[src/pkg/dsp_list_params.svh]
// offsets, field positions and reset values of the list control block
`ifndef DSP_LIST_PARAMS_SVH
`define DSP_LIST_PARAMS_SVH
`define RAM_BASE 32'hFFFE0000
`define RAM_END 32'hFFFE1000
`define DED_BASE 32'hFFFF8000
`define DED_END 32'hFFFF8028
`define CTL_BASE 32'hFFFF9000
`define CTL_END 32'hFFFF9018
`define LOOP_ADDR 32'hFFFF8018
`define LIST_PTR_ADDR 32'hFFFF8020
`define EXEC_STATUS_ADDR 32'hFFFF9000
`define ABORT_ADDR 32'hFFFF9004
`define IRQ_STATUS_ADDR 32'hFFFF9008
`define IRQ_MASK_ADDR 32'hFFFF900C
`define GATE_ADDR 32'hFFFF9010
`define NM_SOURCE_ADDR 32'hFFFF9014
`define RUN_BIT 0
`define HALT_BIT 0
`define HOLD_BIT 0
`define NM_PIN_BIT 0
`define NM_ILLEGAL_BIT 1
`define NM_FAULT_BIT 2
`define COUNT_LSB 0
`define COUNT_MSB 15
`define TARGET_LSB 16
`define TARGET_MSB 31
`define REG16_RESET 16'h0000
`define REG32_RESET 32'h00000000
`endif

[src/pkg/dsp_list_pkg.sv]
// types shared by the list control block
package dsp_list_pkg;
    typedef enum logic [1:0] {RG_NONE, RG_RAM, RG_DED, RG_CTL} region_e;
    typedef enum logic {ST_IDLE, ST_RUN} exec_state_e;
    typedef logic [31:0] word_t;
    typedef logic [15:0] half_t;
endpackage : dsp_list_pkg

[src/dsp_list_control_status.sv]
// control and status registers of the command-list signal engine
`timescale 1ns/100ps
`default_nettype none
`include "dsp_list_params.svh"

module dsp_list_control_status (
    input wire logic sys_clk,
    input wire logic rst,
    input wire dsp_list_pkg::word_t host_addr,
    input wire logic host_wr,
    input wire logic host_rd,
    input wire dsp_list_pkg::word_t host_wdata,
    output dsp_list_pkg::word_t host_rdata,
    output logic host_rack,
    output logic list_start,
    output dsp_list_pkg::half_t list_pointer,
    output logic list_abort_pulse,
    output logic overflow_clear,
    input wire logic engine_done,
    input wire logic loop_load,
    input wire dsp_list_pkg::word_t loop_load_data,
    input wire logic decrement_jump_nonzero_step,
    output dsp_list_pkg::word_t loop_value,
    input wire logic offchip_req,
    output logic offchip_go,
    output logic list_stalled,
    input wire logic illegal_op,
    input wire logic nmi_pin_n,
    output logic list_running,
    output logic interrupt_out_pin_n,
    output logic nmi_request
);
    import dsp_list_pkg::*;

    // address decode, shared by the write and read paths
    function automatic region_e region_of(input word_t a);
        if (a >= `RAM_BASE && a < `RAM_END) begin
            region_of = RG_RAM;
        end else if (a >= `DED_BASE && a < `DED_END) begin
            region_of = RG_DED;
        end else if (a >= `CTL_BASE && a < `CTL_END) begin
            region_of = RG_CTL;
        end else begin
            region_of = RG_NONE;
        end
    endfunction : region_of

    exec_state_e state_q;
    word_t loop_q;
    half_t ptr_q;
    logic hold_q;
    logic halt_q;
    logic mask_q;
    logic [2:0] nm_src_q;
    logic pin_meta_q;
    logic pin_sync_q;
    logic pin_prev_q;
    region_e acc_region;
    logic acc;
    logic faulted;
    logic wr_ok;
    logic rd_ok;
    logic abort_wr;
    logic ptr_wr;
    logic stop_evt;
    logic pin_fall;
    word_t rdata_d;

    // a host access is faulted while running only if it hits the RAM or the dedicated registers
    assign acc_region = region_of(host_addr);
    assign acc = host_wr | host_rd;
    assign faulted = acc && state_q == ST_RUN
        && (acc_region == RG_RAM || acc_region == RG_DED);
    assign wr_ok = host_wr && !faulted;
    assign rd_ok = host_rd && !faulted;
    assign abort_wr = host_wr && host_addr == `ABORT_ADDR;
    assign ptr_wr = wr_ok && host_addr == `LIST_PTR_ADDR;
    // a stop event is a running list finishing; an abort is not counted as one
    assign stop_evt = (state_q == ST_RUN) && engine_done;
    // only the second stage is read, never the first
    assign pin_fall = pin_prev_q && !pin_sync_q;

    // run state: start on pointer write, stop on done or abort
    always_ff @(posedge sys_clk) begin
        if (rst) begin
            state_q <= ST_IDLE;
        end else begin
            case (state_q)
                ST_IDLE: begin
                    if (ptr_wr && !abort_wr) begin
                        state_q <= ST_RUN;
                    end
                end
                ST_RUN: begin
                    if (abort_wr || engine_done) begin
                        state_q <= ST_IDLE;
                    end
                end
                default: begin
                    state_q <= ST_IDLE;
                end
            endcase
        end
    end

    // list pointer, written by the host only while idle
    always_ff @(posedge sys_clk) begin
        if (rst) begin
            ptr_q <= `REG16_RESET;
        end else if (ptr_wr) begin
            ptr_q <= host_wdata[15:0];
        end
    end

    // loop register: engine load wins over a same-cycle decrement
    always_ff @(posedge sys_clk) begin
        if (rst) begin
            loop_q <= `REG32_RESET;
        end else if (loop_load) begin
            loop_q <= loop_load_data;
        end else if (wr_ok && host_addr == `LOOP_ADDR) begin
            loop_q <= host_wdata;
        end else if (decrement_jump_nonzero_step) begin
            // count wraps from zero; the engine tests it before stepping
            loop_q[`COUNT_MSB:`COUNT_LSB] <= loop_q[`COUNT_MSB:`COUNT_LSB] - 16'h0001;
        end
    end

    // off-chip gate hold bit
    always_ff @(posedge sys_clk) begin
        if (rst) begin
            hold_q <= 1'b0;
        end else if (abort_wr) begin
            hold_q <= 1'b0;
        end else if (wr_ok && host_addr == `GATE_ADDR) begin
            hold_q <= host_wdata[`HOLD_BIT];
        end
    end

    // grant or stall each off-chip reference against the hold bit
    // the stall is a level; the engine keeps its request up until it is granted
    always_ff @(posedge sys_clk) begin
        if (rst) begin
            offchip_go <= 1'b0;
            list_stalled <= 1'b0;
        end else begin
            offchip_go <= offchip_req && !hold_q && !abort_wr;
            list_stalled <= offchip_req && hold_q && !abort_wr;
        end
    end

    // halt status: stop sets it and beats a read clear, abort beats both
    always_ff @(posedge sys_clk) begin
        if (rst) begin
            halt_q <= 1'b0;
        end else if (abort_wr) begin
            halt_q <= 1'b0;
        end else if (stop_evt) begin
            halt_q <= 1'b1;
        end else if (rd_ok && host_addr == `IRQ_STATUS_ADDR) begin
            halt_q <= 1'b0;
        end
    end

    // halt mask
    always_ff @(posedge sys_clk) begin
        if (rst) begin
            mask_q <= 1'b0;
        end else if (abort_wr) begin
            mask_q <= 1'b0;
        end else if (wr_ok && host_addr == `IRQ_MASK_ADDR) begin
            mask_q <= host_wdata[`HALT_BIT];
        end
    end

    // two-stage synchroniser and edge history for the nonmaskable pin
    // the first stage may be metastable, so only the second stage is read
    always_ff @(posedge sys_clk) begin
        if (rst) begin
            pin_meta_q <= 1'b1;
            pin_sync_q <= 1'b1;
            pin_prev_q <= 1'b1;
        end else begin
            pin_meta_q <= nmi_pin_n;
            pin_sync_q <= pin_meta_q;
            pin_prev_q <= pin_sync_q;
        end
    end

    // nonmaskable sources: new events survive a same-cycle read clear
    // a nested handler may empty the register before the outer one reads it
    always_ff @(posedge sys_clk) begin
        if (rst) begin
            nm_src_q <= 3'h0;
        end else begin
            if (rd_ok && host_addr == `NM_SOURCE_ADDR) begin
                nm_src_q <= 3'h0;
            end
            if (faulted) begin
                nm_src_q[`NM_FAULT_BIT] <= 1'b1;
            end
            if (illegal_op) begin
                nm_src_q[`NM_ILLEGAL_BIT] <= 1'b1;
            end
            if (pin_fall) begin
                nm_src_q[`NM_PIN_BIT] <= 1'b1;
            end
        end
    end

    // read mux; byte lane 0 is the byte at the word's own address
    always_comb begin
        rdata_d = `REG32_RESET;
        case (host_addr)
            `LOOP_ADDR: rdata_d = loop_q;
            `LIST_PTR_ADDR: rdata_d = {16'h0000, ptr_q};
            `EXEC_STATUS_ADDR: rdata_d[`RUN_BIT] = (state_q == ST_RUN);
            `IRQ_STATUS_ADDR: rdata_d[`HALT_BIT] = halt_q;
            `IRQ_MASK_ADDR: rdata_d[`HALT_BIT] = mask_q;
            `GATE_ADDR: rdata_d[`HOLD_BIT] = hold_q;
            `NM_SOURCE_ADDR: rdata_d[2:0] = nm_src_q;
            default: rdata_d = `REG32_RESET;
        endcase
        if (!rd_ok) begin
            rdata_d = `REG32_RESET;
        end
    end

    // registered read answer, one cycle after the strobe
    always_ff @(posedge sys_clk) begin
        if (rst) begin
            host_rdata <= `REG32_RESET;
            host_rack <= 1'b0;
        end else begin
            host_rdata <= rdata_d;
            host_rack <= host_rd;
        end
    end

    // engine-facing strobes and levels, all registered
    always_ff @(posedge sys_clk) begin
        if (rst) begin
            list_start <= 1'b0;
            list_abort_pulse <= 1'b0;
            overflow_clear <= 1'b0;
            list_running <= 1'b0;
            interrupt_out_pin_n <= 1'b1;
            nmi_request <= 1'b0;
        end else begin
            list_start <= ptr_wr && state_q == ST_IDLE && !abort_wr;
            list_abort_pulse <= abort_wr;
            overflow_clear <= abort_wr;
            list_running <= state_q == ST_RUN;
            interrupt_out_pin_n <= !(halt_q && mask_q);
            nmi_request <= |nm_src_q;
        end
    end

    assign list_pointer = ptr_q;
    assign loop_value = loop_q;
endmodule : dsp_list_control_status
`default_nettype wire
[config.mk]
export PLATFORM = sky130hd
export DESIGN_NAME = dsp_list_control_status
export DESIGN_NICKNAME = d
export VERILOG_FILES = /design/src/pkg/dsp_list_pkg.sv /design/src/dsp_list_control_status.sv
export VERILOG_INCLUDE_DIRS = /design/src /design/src/pkg
export SDC_FILE = /design/constraint.sdc
export NUM_CORES = 1
export LEC_CHECK = 0
export BUFFER_PORTS_ARGS = -buffer_cell sky130_fd_sc_hd__buf_2
export CORE_ASPECT_RATIO = 1.4
export CORE_MARGIN = 1.5
export CORE_UTILIZATION = 45
export DETAILED_ROUTE_END_ITERATION = 6
export GPL_ROUTABILITY_DRIVEN = 0
export PLACE_DENSITY = 0.78
export SYNTH_ARGS = -nofsm -noshare
export SYNTH_HDL_FRONTEND = slang
export SYNTH_SLANG_ARGS = --single-unit
export TNS_END_PERCENT = 30
[constraint.sdc]
create_clock -name sys_clk -period 3.5 [get_ports sys_clk]
set_input_delay 0.7 -clock sys_clk [delete_from_list [all_inputs] [get_ports sys_clk]]
set_output_delay 0.7 -clock sys_clk [all_outputs]
set_load 0.1 [all_outputs]
# After elaboration in Yosys (flattened, before gate mapping)
# Cells that the tools add are included.
[word_totals] register_bits=98 output_inout_bits=89
[op_classes] bitwise_logic=3 muxes=19 magnitude_cmp=6 n_reduce_logical=40 eq_ne=10 addsub=1
[op_table] operator="$eq A32 B32 Y1 const B" n=8
[op_table] operator="$ge A32 B32 Y1 const B" n=3
[op_table] operator="$lt A32 B32 Y1 const B" n=3
[op_table] operator="$pmux W29 S2" n=1
[op_table] operator="$mux W16" n=3
[op_table] operator="$mux W32" n=1
[op_table] operator="$logic_and A1 B1 Y1" n=24
[op_table] operator="$sub A16 B1 Y16 const B" n=1
[op_table] operator="$reduce_bool A2 Y1" n=5
[op_table] operator="$mux W1" n=7
[op_table] operator="$pmux W1 S7" n=1
[op_table] operator="$mux W2" n=3
[op_table] operator="$pmux W2 S3" n=1
[op_table] operator="$logic_not A1 Y1" n=5
[op_table] operator="$reduce_or A2 Y1" n=2
[op_table] operator="$mux W3" n=1
[op_table] operator="$reduce_bool A3 Y1" n=1
[op_table] operator="$reduce_or A3 Y1" n=1
[op_table] operator="$eq A2 B1 Y1 const B" n=1
[op_table] operator="$eq A2 B2 Y1 const B" n=1
[op_table] operator="$logic_or A1 B1 Y1" n=2
[op_table] operator="$not A1 Y1" n=2
[op_table] operator="$pmux W1 S2" n=1
[op_table] operator="$or A1 B1 Y1" n=1

# Depth between registers and ports, before layout
[depth] depth_word=14 ltp_mapped=9 mapped_depth_nobuf=7

# Worst setup path before layout
# OpenSTA, ideal clock, no wires.
[synth_timing] path_type="input to register" startpoint="in host_addr[27]" endpoint="reg loop_q[27] (netlist: loop_value[27])" t_arrival_ns=2.712 path_slack_ns=0.666 path_buffers=3 setup_ns=0.122 stages=8 cell_sequence="nand4_1 > or4_4 > or4b_1 > buf_2 > or2_1 > buf_6 > buf_6 > o311a_1"
[synth_between] elab_chain_cells=12
[synth_lines] item="from (decl)" line="dsp_list_control_status.sv:9" source="input wire dsp_list_pkg::word_t host_addr,"
[synth_lines] item="$ge A32 B32 Y1 (no source line) / $lt A32 B32 Y1 (equally long branches)"
[synth_lines] item="$logic_and A1 B1 Y1 (no source line)"
[synth_lines] item="$mux W2" line="dsp_list_control_status.sv:41" source="end else if (a >= `CTL_BASE && a < `CTL_END) begin"
[synth_lines] item="$mux W2" line="dsp_list_control_status.sv:39" source="end else if (a >= `DED_BASE && a < `DED_END) begin"
[synth_lines] item="$mux W2" line="dsp_list_control_status.sv:37" source="if (a >= `RAM_BASE && a < `RAM_END) begin"
[synth_lines] item="$eq A2 B1 Y1 / $eq A2 B2 Y1 (equally long branches)" line="dsp_list_control_status.sv:73" source="&& (acc_region == RG_RAM || acc_region == RG_DED);"
[synth_lines] item="$logic_or A1 B1 Y1" line="dsp_list_control_status.sv:73"
[synth_lines] item="$logic_and A1 B1 Y1" line="dsp_list_control_status.sv:73"
[synth_lines] item="$logic_not A1 Y1" line="dsp_list_control_status.sv:74" source="assign wr_ok = host_wr && !faulted;"
[synth_lines] item="$logic_and A1 B1 Y1" line="dsp_list_control_status.sv:74"
[synth_lines] item="$logic_and A1 B1 Y1 (no source line) *"
[synth_lines] item="$reduce_bool A2 Y1 (no source line) *"
[synth_lines] item="to (signal assigned)" line="dsp_list_control_status.sv:118" source="loop_q <= `REG32_RESET;"
[synth_lines] item="to (signal assigned)" line="dsp_list_control_status.sv:120" source="loop_q <= loop_load_data;"
[synth_lines] item="to (signal assigned)" line="dsp_list_control_status.sv:122" source="loop_q <= host_wdata;"
[synth_lines] item="to (decl)" line="dsp_list_control_status.sv:49" source="word_t loop_q;"
# Mark *: on every way between the ends. The rest lies on a longest branch, timed or not.
# A chain may end at the register's enable or synchronous reset.

# Final worst setup path
[layout_timing] startpoint="in host_addr[9]" endpoint="reg loop_q[22] (netlist: loop_value[22])"
# Same word-level chain as after synthesis.

==> results_dict.tcl <==
set metrics [dict create \
    critPathMaxFanout 22 \
    min_period_over_period_pct 75.2 \
    cp_slowest_cell "or4b_1" \
    met1_length_um 5580 \
    r2r_slack_ps 1330 \
    synth.ff_latch_count 98 \
    fmax_ghz 0.380 \
    detail_route.wl_per_cell_um 17.4 \
    grt_pass1_wl_um 22400 \
    ctsResizeCount 0 \
    worstSkewPairLatency_ps 340 \
    synth_area_um2 4600 \
    internal-power_mw 1.86 \
    post_dp_cell_area_um2 5660 \
    htreeDepth 3 \
    start_util_pct 46.4 \
    pwr-share-clk_pct 36.6 \
    rsz0062_at_grt "false" \
    synth_nets 647 \
    synthTopCellsByArea "dfxtp_1 43%, a21oi_1 4.1%, nand4_1 3.9%, o21ai_0 3.9%, nor2_1 3.9%" \
    crit_buf_inv 2 \
    syn_to_final_growth_pct 29.5 \
    worst_pin_slew_ps 1030 \
    fp.dieW_um 88.4 \
    numPortBuffers 194 \
    endpoint_kind "flip-flop" \
    core_um2 9900 \
    grt_overflow 0 \
    design.die.area_um2 10800 \
    cts_tree "done" \
    yosysTopAreaCellShare_pct 42.7 \
    min_to "pin_sync_q$_SDFF_PP1_" \
    fin_area_um2 5950 \
    cp.required_ps 3730 \
    antenna_left 0 \
    wl_um 14800 \
    setup_tns_ps 0 \
    yosys.area.top_type "dfxtp_1" \
    status "finished, final reports clean" \
    synth_top_family_by_area "simple AND/OR/NAND/NOR gates" \
    r2r.worst_path.cells 7 \
    holdPathStages 1 \
    antenna_found_initial 1 \
    synthArstFlopShare_pct 0 \
    drv_slew 0 \
    drive_above_1_share_pct 32.9 \
    slew_headroom_pct 31.0 \
    cellLeakagePower_nw 2.60 \
    ys_warn_count 0 \
    cts.sinks 98 \
    cts_buffers 9 \
    first_global_vias 4644 \
    critical-path-max-stage-delay_ps 490 \
    grt_max_degree 51 \
    post_cts.repair.setup_buffers 0 \
    p_switching_mw 0.834 \
    finClkSkew_ps 5.15 \
    regToRegEndpoint "loop_value[12]$_SDFFE_PP0P_" \
    ys.flop_type "dfxtp_1" \
    p_sw_share_pct 31.0 \
    yosysSeqAreaShare_pct 42.7 \
    cts_root_buffer "clkbuf_16" \
    yosys.area_share.adder_pct 0.272 \
    cp-start-kind "input port" \
    highest_layer "met5" \
    synth-simple-area-share_pct 23.7 \
    met3RoutedLength_um 1150 \
    via_count 4941 \
    r2r_start "loop_value[0]$_SDFFE_PP0P_" \
    netlist_instances 540 \
    path_class "input port to flip-flop" \
    hpwlAfterDp_um 11000 \
    syn-mean-instance-area_um2 8.51 \
    max-cap-violations 0 \
    min_path_type "flip-flop to flip-flop" \
    rows 43 \
    avgViaCountPerCell 5.80 \
    clockBufferDepth 2 \
    setup_viol 0 \
    cp_data_arrival_time_ps 2860 \
    nets 820 \
    grt_usage_pct 26.9 \
    hold_start "pin_meta_q$_SDFF_PP1_" \
    clkTransAtPathRegs_ps 60 \
    synthMuxAreaShare_pct 0.653 \
    hold_viol 0 \
    seqPwrFrac_pct 44.2 \
    wl_met2_um 7740 \
    diodes 0 \
    power_frac_comb_pct 19.2 \
    fin_crit_ps 2630 \
    synth_cell_types 55 \
    synth-compound-area-share_pct 22.8 \
    num_io_pins 195 \
    drt_iter0_markers 314 \
    cp_cell_sequence "buf_2 > nor4_4 > and4_1 > or4b_1 > or2_1 > buf_4 > o311a_1" \
    hold_buffers 0 \
    synth_edf_count 0 \
    ir_drop_mv 0.234 \
    power.density_nw_per_um2 452 \
    drc 0 \
    crit_family "simple AND/OR/NAND/NOR gates" \
    fp.dieH_um 123 \
    drt_first_pass_iters 5 \
    synthXorXnorAreaFrac_pct 3.24 \
]
per-stage QoR:
stage | power [mW] | cells | setup WS [ps] | util, % | hold WS (ps)
2_1_floorplan | 1.58 | 540 | 666 | - | 380
3_3_place_gp | 1.72 | 837 | 602 | 57.2 | 402
3_5_place_dp | 1.73 | 837 | 537 | 57.2 | 402
4_1_cts | 2.70 | 852 | 898 | 60.1 | 417
5_1_grt | 2.78 | 852 | 801 | 60.1 | 429
6_report | 2.69 | 852 | 869 | 60.1 | 414
cells in the mapped netlist (3+ instances only):
| library cell | number |
|---|---|
| a21oi_1 | 38 |
| a22oi_1 | 14 |
| a2bb2oi_1 | 3 |
| and2_1 | 17 |
| and3_1 | 3 |
| buf_1 | 3 |
| buf_2 | 3 |
| buf_6 | 3 |
| clkbuf_1 | 37 |
| dfxtp_1 | 98 |
| inv_1 | 27 |
| mux2i_1 | 3 |
| nand2_1 | 24 |
| nand3_1 | 9 |
| nand3b_1 | 17 |
| nand4_1 | 29 |
| nor2_1 | 48 |
| nor2b_1 | 4 |
| nor3_1 | 8 |
| nor4_1 | 9 |
| nor4b_1 | 5 |
| o211ai_1 | 15 |
| o21ai_0 | 36 |
| o221ai_1 | 14 |
| o311a_1 | 17 |
| or3_1 | 3 |
| xnor2_1 | 12 |
| xor2_1 | 5 |
kinds of logic after synthesis:
family	Yosys count
multiplexers	3
adder cells (fa/ha/maj)	1
flip-flops	98
AND/OR/NAND/NOR	193
AO/OA/AOI/OAI	154
XOR/XNOR	17
buffers and inverters	74
power groups by stage:
stage | Clock, mW | Combinational, mW | Sequential (mW)
6_report | 0.986 | 0.518 | 1.19
5_1_grt | 1.04 | 0.548 | 1.19
4_1_cts | 0.995 | 0.515 | 1.19
2_1_floorplan | 0 | 0.164 | 1.42
3_5_place_dp | 0 | 0.514 | 1.21
3_3_place_gp | 0 | 0.505 | 1.21
cells in the final DEF, fill, tap and decap left out, types with 15 or more instances in the layout:
| cell type | instances |
|---|---|
| buf_2 | 194 |
| dfxtp_1 | 98 |
| nor2_1 | 48 |
| a21oi_1 | 38 |
| o21ai_0 | 36 |
| nand4_1 | 29 |
| inv_1 | 27 |
| nand2_1 | 24 |
| nand3b_1 | 17 |
| o311a_1 | 17 |
| and2_1 | 17 |
| o211ai_1 | 15 |
| buf_4 | 15 |
cell type report:
| cell class | count | area (um2) |
|---|---|---|
| inverter | 27 | 101 |
| clock buffer | 10 | 239 |
| fill | 929 | 3950 |
| sequential | 98 | 1960 |
| multi-input combinational | 368 | 2340 |
| timing repair buffer | 209 | 1080 |
| clock inverter | 5 | 55.1 |
| tap | 135 | 169 |
metal layers:
layer / vias to the layer above / GRT usage, %
met4: 2 / 11.3
met2: 251 / 49.3
met3: 35 / 5.31
met1: 2316 / 29.8
met5: - / 0
li1: 2337 / -
registers in the layout (all words and copies together), names as in the netlist:
register	count
host_rdata	32
loop_value	32
list_pointer	16
nm_src_q	3
halt_q	1
hold_q	1
host_rack	1
interrupt_out_pin_n	1
list_running	1
list_stalled	1
list_start	1
mask_q	1
nmi_request	1
offchip_go	1
overflow_clear	1
pin_meta_q	1
pin_prev_q	1
pin_sync_q	1
state_q	1
how the worst max path moves through the flow:
stage | to | start | slack (ps) | cells past startpoint
finish | loop_value[22]$_SDFFE_PP0P_ | host_addr[9] | 870 | 7
floorplan | loop_value[27]$_SDFFE_PP0P_ | host_addr[27] | 670 | 8
global route | loop_value[21]$_SDFFE_PP0P_ | host_addr[9] | 800 | 7
global placement | loop_value[17]$_SDFFE_PP0P_ | host_addr[27] | 600 | 7
CTS | loop_value[22]$_SDFFE_PP0P_ | host_addr[9] | 900 | 7
detailed placement | loop_value[22]$_SDFFE_PP0P_ | host_addr[9] | 540 | 7
worst register-to-register path, delay by kind of cell, from the launching register on:
kind	cells	cell delay (ps)
compound gates	2	230
fa+ha+maj	1	160
flops	1	410
xor+xnor	1	170
buf+inv	1	100
simple gates	2	970
(Power assumes the default switching activity.)
